File: config.mk
export PLATFORM = sky130hd
export DESIGN_NAME = dual_totalizer_counter
export DESIGN_NICKNAME = d
export VERILOG_FILES = /design/src/shared/dtc_pkg.sv /design/src/core/dtc_channel.sv /design/src/core/dual_totalizer_counter.sv
export SDC_FILE = /design/constraint.sdc
export NUM_CORES = 1
export LEC_CHECK = 0
export ABC_AREA = 1
export BUFFER_PORTS_ARGS = -buffer_cell sky130_fd_sc_hd__buf_2
export CAP_MARGIN = 10
export CORE_MARGIN = 10
export CORE_UTILIZATION = 50
export CTS_CLUSTER_DIAMETER = 60
export CTS_CLUSTER_SIZE = 30
export DETAILED_ROUTE_END_ITERATION = 7
export GPL_ROUTABILITY_DRIVEN = 1
export GPL_TIMING_DRIVEN = 0
export PLACE_DENSITY = 0.67
export SYNTH_ARGS = -nofsm -noshare
export SYNTH_HDL_FRONTEND = slang
export SYNTH_SLANG_ARGS = --single-unit
File: constraint.sdc
create_clock -name I_CLK_SYS -period 5.9 [get_ports I_CLK_SYS]
set_clock_uncertainty 0.05 [all_clocks]
set_input_delay 0.295 -clock I_CLK_SYS [delete_from_list [all_inputs] [get_ports I_CLK_SYS]]
set_output_delay 0.295 -clock I_CLK_SYS [all_outputs]
set_load 0.05 [all_outputs]
File: src/shared/dtc_pkg.sv
/*
 * constants, encodings and carrier types shared by the dual counter block.
 * assumes a 200 MHz system clock and a 32-bit apb master with 8-bit addresses.
 */
package dtc_pkg;
    localparam int CNT_W          = 32;   // counter width
    localparam int NUM_CH         = 2;    // two independent counters
    localparam int CLK_PERIOD_NS  = 5;    // system clock period
    localparam int TICK_PERIOD_NS = 100;  // internal 10 mhz time base
    localparam int TICK_DIV       = TICK_PERIOD_NS / CLK_PERIOD_NS;
    localparam logic [4:0] TICK_LAST = 5'(TICK_DIV - 1);

    // register byte offsets, one aligned word each
    localparam logic [7:0] OFS_CFG_A  = 8'h00;
    localparam logic [7:0] OFS_CFG_B  = 8'h04;
    localparam logic [7:0] OFS_CTRL_A = 8'h08;
    localparam logic [7:0] OFS_CTRL_B = 8'h0c;
    localparam logic [7:0] OFS_LOAD_A = 8'h10;
    localparam logic [7:0] OFS_LOAD_B = 8'h14;
    localparam logic [7:0] OFS_CNT_A  = 8'h18;
    localparam logic [7:0] OFS_CNT_B  = 8'h1c;
    localparam logic [7:0] OFS_SNAP_A = 8'h20;
    localparam logic [7:0] OFS_SNAP_B = 8'h24;

    localparam int CFG_W  = 10;           // writable bits of a config word
    localparam int CTRL_W = 5;            // used bits of a control word

    typedef enum logic [1:0] {MODE_TOTAL, MODE_UPDN, MODE_QUAD, MODE_TIMER} mode_t;
    typedef enum logic [1:0] {SEL_LOAD, SEL_LATCH, SEL_CLEAR, SEL_ENABLE} ctl_sel_t;
    typedef enum logic [1:0] {TDIR_INPUT, TDIR_UP, TDIR_DOWN, TDIR_UP2} tmr_dir_t;

    typedef struct packed {
        ctl_sel_t ext1_sel;   // [10:9] control taken from field input 1
        ctl_sel_t ext0_sel;   // [8:7] control taken from field input 0
        tmr_dir_t tmr_dir;    // [6:5] timer direction source
        logic     ctl_ext;    // [4]   two controls from field inputs
        logic     dir_reg;    // [3]   direction from host bit
        mode_t    mode;       // [2:1] input mode
        logic     en;         // [0]   counter enabled by configuration
    } cfg_t;

    typedef struct packed {
        logic dir;            // [4] host direction bit
        logic en;             // [3] enable
        logic clr;            // [2] clear
        logic lat;            // [1] latch
        logic ld;             // [0] load
    } ctrl_t;

    typedef struct packed {
        logic [1:0] ext;      // two field control inputs
        logic       dir;      // direction / count down / phase b
        logic       clk;      // clock / count up / phase a
    } pins_t;

    typedef struct packed {
        logic        psel;
        logic        penable;
        logic        pwrite;
        logic [7:0]  paddr;
        logic [31:0] pwdata;
    } apb_req_t;

    localparam cfg_t        CFG_RST  = '0;
    localparam ctrl_t       CTRL_RST = '0;
    localparam logic [31:0] LOAD_RST = 32'h0;
endpackage : dtc_pkg
File: src/core/dtc_channel.sv
/*
 * one 32-bit counter: edge detection, mode decode, clear/load/count and snapshot.
 * assumes pins already synchronised and controls already resolved by the caller.
 */
`timescale 1ns/10ps
`default_nettype none
module dtc_channel (
    input  wire logic            i_clk,
    input  wire logic            i_rst_n,
    input  wire dtc_pkg::pins_t  i_pins,     // synchronised field pins
    input  wire dtc_pkg::cfg_t   i_cfg,      // channel configuration
    input  wire dtc_pkg::ctrl_t  i_ctl,      // resolved controls and direction
    input  wire logic [31:0]     i_load_val, // preset value
    input  wire logic            i_tick,     // 10 mhz enable pulse
    output logic [31:0]          o_count,
    output logic [31:0]          o_snap
);
    import dtc_pkg::*;

    typedef struct packed {
        logic             clk_p;  // previous count clock
        logic             dir_p;  // previous direction pin
        logic             lat_p;  // previous latch control
        logic [CNT_W-1:0] cnt;    // live count
        logic [CNT_W-1:0] snap;   // read register
    } ch_state_t;

    ch_state_t st_ff, nxt_st;
    logic      rise_clk, rise_dir, lat_rise, step_up, step_dn, run, mv, tdir;

    // decode one step per qualifying edge, then apply priorities
    always_comb begin
        nxt_st   = st_ff;
        rise_clk = i_pins.clk & ~st_ff.clk_p;              // [RULE_20]
        rise_dir = i_pins.dir & ~st_ff.dir_p;
        lat_rise = i_ctl.lat & ~st_ff.lat_p;
        mv       = (i_pins.clk ^ st_ff.clk_p) ^ (i_pins.dir ^ st_ff.dir_p);
        tdir     = 1'b1;
        step_up  = 1'b0;
        step_dn  = 1'b0;
        case (i_cfg.mode)                                   // [RULE_03]
            MODE_TOTAL: begin                               // [RULE_04]
                step_up = rise_clk & i_ctl.dir;
                step_dn = rise_clk & ~i_ctl.dir;
            end
            MODE_UPDN: begin                                // [RULE_10]
                // simultaneous up and down edges cancel
                step_up = rise_clk & ~rise_dir;
                step_dn = rise_dir & ~rise_clk;
            end
            MODE_QUAD: begin                                // [RULE_11]
                // a leading b counts up; a double change is invalid and skipped
                step_up = mv & (i_pins.clk ^ st_ff.dir_p);
                step_dn = mv & ~(i_pins.clk ^ st_ff.dir_p);
            end
            MODE_TIMER: begin                               // [RULE_12]
                case (i_cfg.tmr_dir)                        // [RULE_13]
                    TDIR_INPUT: tdir = i_ctl.dir;
                    TDIR_DOWN:  tdir = 1'b0;
                    default:    tdir = 1'b1;
                endcase
                step_up = i_tick & tdir;
                step_dn = i_tick & ~tdir;
            end
            default: begin
                step_up = 1'b0;
            end
        endcase
        // no host idle input exists: only enable, or a held clear or load, can stop the count
        run = i_cfg.en & i_ctl.en;                          // [RULE_01] [RULE_09] [RULE_16]
        nxt_st.clk_p = i_pins.clk;
        nxt_st.dir_p = i_pins.dir;
        nxt_st.lat_p = i_ctl.lat;
        if (i_ctl.clr) begin                                // [RULE_07] [RULE_17] [RULE_19]
            nxt_st.cnt = '0;
        end else if (i_ctl.ld) begin                        // [RULE_05]
            nxt_st.cnt = i_load_val;
        end else if (run & step_up) begin                   // [RULE_06]
            nxt_st.cnt = st_ff.cnt + 32'h1;
        end else if (run & step_dn) begin
            nxt_st.cnt = st_ff.cnt - 32'h1;
        end
        if (lat_rise) begin                                 // [RULE_08] [RULE_18]
            nxt_st.snap = st_ff.cnt;
        end
    end

    // state register
    always_ff @(posedge i_clk or negedge i_rst_n) begin
        if (!i_rst_n) begin
            st_ff <= '0;
        end else begin
            st_ff <= nxt_st;
        end
    end

    assign o_count = st_ff.cnt;
    assign o_snap  = st_ff.snap;
endmodule : dtc_channel
`default_nettype wire

File: src/core/dual_totalizer_counter.sv
/*
 * dual 32-bit counter block with an apb register slave and a 10 mhz time base.
 * assumes field pins are asynchronous to the 200 mhz system clock and that
 * the apb master keeps a request steady until it sees pready high.
 */
// The APB slave port and the placing of the registers were left to the implementer.
`timescale 1ns/10ps
`default_nettype none

// What this block does
// RULE_01 - two 32-bit counters, separately enabled and moded
// RULE_02 - counting excludes frequency measurement on counters
// RULE_03 - each counter runs one of four modes
// RULE_04 - totalizer: clock edge counts, direction sets sign
// RULE_05 - load high forces and holds preset value
// RULE_06 - count wraps at zero and at modulus
// RULE_07 - clear sets count to zero
// RULE_08 - latch snapshots count into read register
// RULE_09 - enable low holds the count
// RULE_10 - up/down: clock counts up, direction counts down
// RULE_11 - quadrature: leading phase sets the direction
// RULE_12 - timer counts internal 10 MHz ticks
// RULE_13 - timer direction from input or fixed setting
// RULE_14 - controls from host, or two from field
// RULE_15 - direction from field pin or host bit
// RULE_16 - counting continues while host idles
// RULE_17 - clear is level: zero while held
// RULE_18 - snapshot only on latch rising edge
// RULE_19 - clear beats load, both beat counting
// RULE_20 - inputs synchronised, one count per edge
module dual_totalizer_counter (
    input  wire logic              I_CLK_SYS,   // 200 mhz system clock
    input  wire logic              I_RST_N,     // asynchronous reset
    input  wire dtc_pkg::apb_req_t I_APB,       // apb request group
    input  wire dtc_pkg::pins_t    I_FIELD_A,   // counter a field pins
    input  wire dtc_pkg::pins_t    I_FIELD_B,   // counter b field pins
    output logic [31:0]            O_PRDATA,    // read data
    output logic                   O_PREADY,    // transfer done
    output logic                   O_PSLVERR    // unmapped or read-only write
);
    import dtc_pkg::*;

    // whole module state in one record
    typedef struct packed {
        pins_t [NUM_CH-1:0]             s1;     // first sync stage
        pins_t [NUM_CH-1:0]             s2;     // second sync stage
        cfg_t  [NUM_CH-1:0]             cfg;    // configuration words
        ctrl_t [NUM_CH-1:0]             ctrl;   // host control words
        logic  [NUM_CH-1:0][CNT_W-1:0]  load;   // preset values
        logic  [4:0]                    tdiv;   // time base divider
        logic                           tick;   // 10 mhz enable pulse
        logic  [31:0]                   prdata; // registered read data
        logic                           pready; // registered ready
        logic                           pslverr;
    } top_state_t;

    top_state_t                    st_ff;       // registered state
    top_state_t                    nxt_st;      // next state
    ctrl_t [NUM_CH-1:0]            ctl_res;     // resolved controls per counter
    logic  [NUM_CH-1:0][CNT_W-1:0] cnt_w;       // live counts
    logic  [NUM_CH-1:0][CNT_W-1:0] snap_w;      // snapshot registers
    logic                          acc;         // access phase, answer pending
    logic                          commit;      // transfer completes this edge
    logic                          hit;         // address decodes to a register
    logic                          ro;          // address is read-only
    logic  [31:0]                  rd;          // read mux

    // merge host and field controls for one counter
    function automatic ctrl_t resolve(input ctrl_t host, input cfg_t c, input pins_t p);
        ctrl_t r;
        r = host;
        if (c.ctl_ext) begin                                // [RULE_14]
            // each field input replaces the control its selector names;
            // if both name the same control, input 1 wins
            case (c.ext0_sel)
                SEL_LOAD:  r.ld  = p.ext[0];
                SEL_LATCH: r.lat = p.ext[0];
                SEL_CLEAR: r.clr = p.ext[0];
                default:   r.en  = p.ext[0];
            endcase
            case (c.ext1_sel)
                SEL_LOAD:  r.ld  = p.ext[1];
                SEL_LATCH: r.lat = p.ext[1];
                SEL_CLEAR: r.clr = p.ext[1];
                default:   r.en  = p.ext[1];
            endcase
        end
        r.dir = c.dir_reg ? host.dir : p.dir;               // [RULE_15]
        return r;
    endfunction : resolve

    // field controls come only from the second sync stage; host controls from the control words
    always_comb begin
        for (int i = 0; i < NUM_CH; i++) begin
            ctl_res[i] = resolve(st_ff.ctrl[i], st_ff.cfg[i], st_ff.s2[i]);
        end
    end

    // apb phase decode
    assign acc    = I_APB.psel & I_APB.penable & ~st_ff.pready;
    assign commit = I_APB.psel & I_APB.penable & st_ff.pready;

    // read mux and address classification
    always_comb begin
        rd  = 32'h0;
        hit = 1'b1;
        ro  = 1'b0;
        case (I_APB.paddr)
            OFS_CFG_A:  rd = 32'(st_ff.cfg[0]);
            OFS_CFG_B:  rd = 32'(st_ff.cfg[1]);
            OFS_CTRL_A: rd = 32'(st_ff.ctrl[0]);
            OFS_CTRL_B: rd = 32'(st_ff.ctrl[1]);
            OFS_LOAD_A: rd = st_ff.load[0];
            OFS_LOAD_B: rd = st_ff.load[1];
            OFS_CNT_A: begin                                // live count
                rd = cnt_w[0];
                ro = 1'b1;
            end
            OFS_CNT_B: begin
                rd = cnt_w[1];
                ro = 1'b1;
            end
            OFS_SNAP_A: begin                               // latched count
                rd = snap_w[0];
                ro = 1'b1;
            end
            OFS_SNAP_B: begin
                rd = snap_w[1];
                ro = 1'b1;
            end
            default: begin                                  // unmapped
                hit = 1'b0;
            end
        endcase
    end

    // next state: synchronisers, divider, apb slave
    always_comb begin
        nxt_st = st_ff;
        // two flops on every field pin before any logic reads it
        nxt_st.s1[0] = I_FIELD_A;                           // [RULE_20]
        nxt_st.s1[1] = I_FIELD_B;
        nxt_st.s2    = st_ff.s1;
        // free-running divider; never gated by the host state
        if (st_ff.tdiv == TICK_LAST) begin                  // [RULE_12] [RULE_16]
            nxt_st.tdiv = 5'h0;
            nxt_st.tick = 1'b1;
        end else begin
            nxt_st.tdiv = st_ff.tdiv + 5'h1;
            nxt_st.tick = 1'b0;
        end
        // answer one cycle into the access phase
        nxt_st.pready = 1'b0;
        if (acc) begin
            nxt_st.pready  = 1'b1;
            nxt_st.prdata  = I_APB.pwrite ? 32'h0 : rd;
            nxt_st.pslverr = ~hit | (I_APB.pwrite & ro);
        end
        // writes land on the completing edge only
        if (commit && I_APB.pwrite && !st_ff.pslverr) begin
            case (I_APB.paddr)
                // no frequency-measure field exists; counting is the only function
                // top selector bit has no bus lane: it always loads zero
                OFS_CFG_A:  nxt_st.cfg[0]  = cfg_t'({1'b0, I_APB.pwdata[CFG_W-1:0]}); // [RULE_02]
                OFS_CFG_B:  nxt_st.cfg[1]  = cfg_t'({1'b0, I_APB.pwdata[CFG_W-1:0]});
                OFS_CTRL_A: nxt_st.ctrl[0] = ctrl_t'(I_APB.pwdata[CTRL_W-1:0]);
                OFS_CTRL_B: nxt_st.ctrl[1] = ctrl_t'(I_APB.pwdata[CTRL_W-1:0]);
                OFS_LOAD_A: nxt_st.load[0] = I_APB.pwdata;
                OFS_LOAD_B: nxt_st.load[1] = I_APB.pwdata;
                default: begin                              // read-only: already refused
                    nxt_st.tick = nxt_st.tick;
                end
            endcase
        end
    end

    // state register; reset loads constants only
    always_ff @(posedge I_CLK_SYS or negedge I_RST_N) begin
        if (!I_RST_N) begin
            st_ff      <= '0;
            st_ff.cfg  <= {NUM_CH{CFG_RST}};
            st_ff.ctrl <= {NUM_CH{CTRL_RST}};
            st_ff.load <= {NUM_CH{LOAD_RST}};
        end else begin
            st_ff <= nxt_st;
        end
    end

    // two identical counters, each with its own mode and enable
    for (genvar g = 0; g < NUM_CH; g++) begin : g_ch       // [RULE_01]
        dtc_channel u_ch (
            .i_clk      (I_CLK_SYS),
            .i_rst_n    (I_RST_N),
            .i_pins     (st_ff.s2[g]),
            .i_cfg      (st_ff.cfg[g]),
            .i_ctl      (ctl_res[g]),
            .i_load_val (st_ff.load[g]),
            .i_tick     (st_ff.tick),
            .o_count    (cnt_w[g]),
            .o_snap     (snap_w[g])
        );
    end

    // outputs straight from flops
    assign O_PRDATA  = st_ff.prdata;
    assign O_PREADY  = st_ff.pready;
    assign O_PSLVERR = st_ff.pslverr;
endmodule : dual_totalizer_counter
`default_nettype wire

==> metrics.md <==
| Metric | Value |
|---|---|
| Outcome | completed |
| Synth unique cells | 42 |
| CP Cell Sequence | ha_1 -> inv_1 -> nand2_1 -> nand3_1 -> nand3_1 -> nor2_2 -> nand3_2 -> ha_1 -> nand2_1 -> inv_1 -> nand2_1 -> nor3_1 -> nand4_1 -> nand3_1 -> nand2_1 -> nand3_1 -> nand3_1 -> nand2_1 |
| P_leak | 11.33 nW |
| Worst hold path class | primary input to flop |
| Pre-CTS setup slack | 1817 ps |
| GRT busiest layer | met2 |
| Met1 usage | 37.83% |
| Worst-path clk slew | 80 ps |
| Setup TNS | 0 ps |
| Commonest non-fill, non-tap cell in the layout | nand2_1 |
| Slew headroom | 30.31% |
| Max-Cap Viols | 0 |
| GRT Overall Usage | 27.62% |
| Maximum vdd drop | 0.0002121 V |
| Slowest cell on crit path | nand3_2 |
| Core area | 0.03566 mm² |
| DRC errors left | 0 |
| Clock Latency Late Sink | 570 ps |
| Syn nets | 2,779 |
| Total number of vias | 17,840 |
| ANT nets after route | 0 |
| Vias per Instance | 5.424 |
| Share of layout cells above drive strength 1 | 8.666% |
| Mean cell area of the mapped netlist | 6.823 µm² |
| Worst Max-Slew Pin Slew | 1037 ps |
| CTS tree | done |
| Fmax | 0.2416 GHz |
| Setup WS post-layout | 1761 ps |
| Largest family of logic cells by synthesized area | simple AND/OR/NAND/NOR gates |
| Register area share after synthesis | 39.17% |
| Post-synthesis xor/xnor area fraction | 0.7724% |
| RSZ-0062 raised after global routing | false |
| IO buf count | 86 |
| FF+latch area | 0.007107 mm² |
| YS warnings | 0 |
| Number of cell rows | 69 |
| DR iter-0 viols | 1,679 |
| CP endpoint kind | flop |
| Tmin final | 4139 ps |
| #FFs+latches synth | 284 |
| Fin. max-slew vios | 0 |
| Post-CTS setup buffers | 0 |
| GR Layer Usage met2 | 44.68% |
| Setup CP Type | flop to flop |
| Number of H-tree levels | 1 |
| Crit path largest cell delay | 700 ps |
| FF-to-FF End | g_ch[1].u_ch.o_count[19] |
| Pwr per Cell Area | 256.5 mW/mm² |
| Placed cell count | 3,208 |
| WL/cell | 18.79 µm |
| Adder-Cell Fraction of Synth Area | 4.703% |
| Pin count of the biggest net entering global routing | 125 |
| Total power | 5.251 mW |
| Critical Path AT | 4580 ps |
| Layout area overhead | 12.82% |
| Cell count after synthesis | 2,659 |
| Finish-stage setup viols | 0 |
| Mapped cell area | 0.01814 mm² |
| Commonest non-fill, non-tap cells in the layout | nand2_1, inv_1, dfrtp_1 |
| Worst Hold Depth | 3 |
| Full die area | 0.04431 mm² |
| IO Pins | 87 |
| Min-delay src | I_APB[40] |
| Initial antenna violation count | 1 |
| Initial Util | 50.89% |
| Largest fanout on the critical path | 33 |
| Die Span Y | 210.5 µm |
| Mux contribution to synthesized area | 0% |
| Reg2reg path depth | 18 |
| First-pass GRT wire length | 96,050 µm |
| Synth Area in Simple Gates | 32.46% |
| R2r startpoint | st_ff[141] |
| Num CTS Buffers | 27 |
| Hold Violations, Final | 0 |
| Clock Path Buffers | 3 |
| Vias in the first global route | 17,020 |
| Fin Hold WS | 43.18 ps |
| GRT overflow | 0 |
| Final Util | 57.41% |
| Drt total wl | 61,800 µm |
| Post-DP Area | 0.01922 mm² |
| Fin nets | 2,927 |
| Worst hold endpoint | O_PSLVERR |
| CP Launch Type | flop |
| Tcrit/Tclk final | 70.15% |
| # fillers | 3,549 |
| Clock Root Buffer | clkbuf_16 |
| Post-Layout Inst Area | 0.02047 mm² |
| Final RePlAce weighted congestion | 1.017 |
| HPWL after detailed placement | 49,600 µm |
| Synth Area in Compound Gates | 11.76% |
| R2R setup slack | 1760 ps |
| TritonCTS Sinks | 284 |
| Req. time, crit path | 6350 ps |
| Die X | 210.5 µm |
| Multi-input gate area | 0.009017 mm² |
| DRT Pass-1 Iters | 7 |
| GRT met3 Usage | 3.472% |
| Non-filler cells, final | 3,289 |
==> final cells by class <==
cell class              instances  area share, %
inverters                     370          6.785
diodes                          1        0.01222
clock inverters                18          1.076
well taps                     461          2.818
clock buffers                  31          3.521
flip-flops and latches        284          34.72
plain buffers                 116          3.081
multi-input cells            1889          44.05
repair buffers                119          3.936
==> sequential cells by signal, indices dropped and copies added, names as in the netlist <==
signal / flops
O_PREADY: 1
st_ff: 108
nxt_st: 8
O_PSLVERR: 1
O_PRDATA: 32
g_ch.u_ch.st_ff: 6
g_ch.u_ch.o_snap: 64
g_ch.u_ch.o_count: 64
==> worst max path at each step <==
stage / cells past startpoint / slack [ps] / from / endpoint
finish: 18 / 1760 / st_ff[141] / g_ch[1].u_ch.o_count[19]
global route: 17 / 1410 / st_ff[141] / g_ch[1].u_ch.o_count[20]
CTS: 17 / 1790 / st_ff[141] / g_ch[1].u_ch.o_count[19]
detailed placement: 17 / 1820 / st_ff[141] / g_ch[1].u_ch.o_count[19]
global placement: 1 / -760 / I_RST_N / g_ch[1].u_ch.o_count[28]
floorplan: 21 / 2730 / st_ff[140] / g_ch[1].u_ch.o_count[11]
==> cell families (layout without fill, tap and decap cells) <==
| family | after synthesis | after routing |
|---|---|---|
| AO/OA/AOI/OAI | 395 | 395 |
| XOR/XNOR | 16 | 16 |
| adder cells (fa/ha/maj) | 67 | 67 |
| buffers and inverters | 486 | 654 |
| flip-flops | 284 | 284 |
| other | 0 | 1 |
| AND/OR/NAND/NOR | 1411 | 1411 |
==> per-layer routing <==
layer  wire length, µm  vias up
met1             27530     8376
met2             28150      579
li1                  -     8792
met4              2060        0
met5                 0        -
met3              4058       92
==> cell usage after synthesis, drive strengths merged <==
library cell | instances | area share [%]
xnor2 | 4 | 0.19
ha | 65 | 4.5
nand3b | 10 | 0.46
or2 | 6 | 0.21
a211oi | 1 | 0.041
nor3 | 22 | 0.76
nor2 | 211 | 4.4
nor4 | 1 | 0.035
nand3 | 242 | 6.9
clkbuf | 45 | 0.93
a21oi | 67 | 1.8
o21bai | 11 | 0.46
inv | 370 | 7.7
nand4 | 30 | 1.0
o21ai | 241 | 6.7
a21o | 3 | 0.12
fa | 2 | 0.22
o211ai | 13 | 0.54
buf | 71 | 2.5
dfrtp | 284 | 39
nand2b | 1 | 0.035
o21a | 1 | 0.041
xor2 | 12 | 0.58
o22ai | 56 | 1.9
o311ai | 2 | 0.097
nand2 | 883 | 18
and2 | 5 | 0.17
==> report_power, final <==
group,switching (mW),internal [mW]
sequential,0.0271,1.98
clock,0.879,0.968
combinational,0.951,0.450
total,1.86,3.39
==> timing repair <==
action                    in CTS  in global routing
hold buffers                  31                  0
hold endpoints to repair     106                  0
gates resized for setup        0                  0
==> worst max-delay path: cells and delay by family (launching register included) <==
kind	cells	cell delay (ps)
and+or+nand+nor	14	2450
adders and majority gates	2	1010
DFF	1	420
buffers and inverters	2	140
Power figures use the tool's default switching activity.
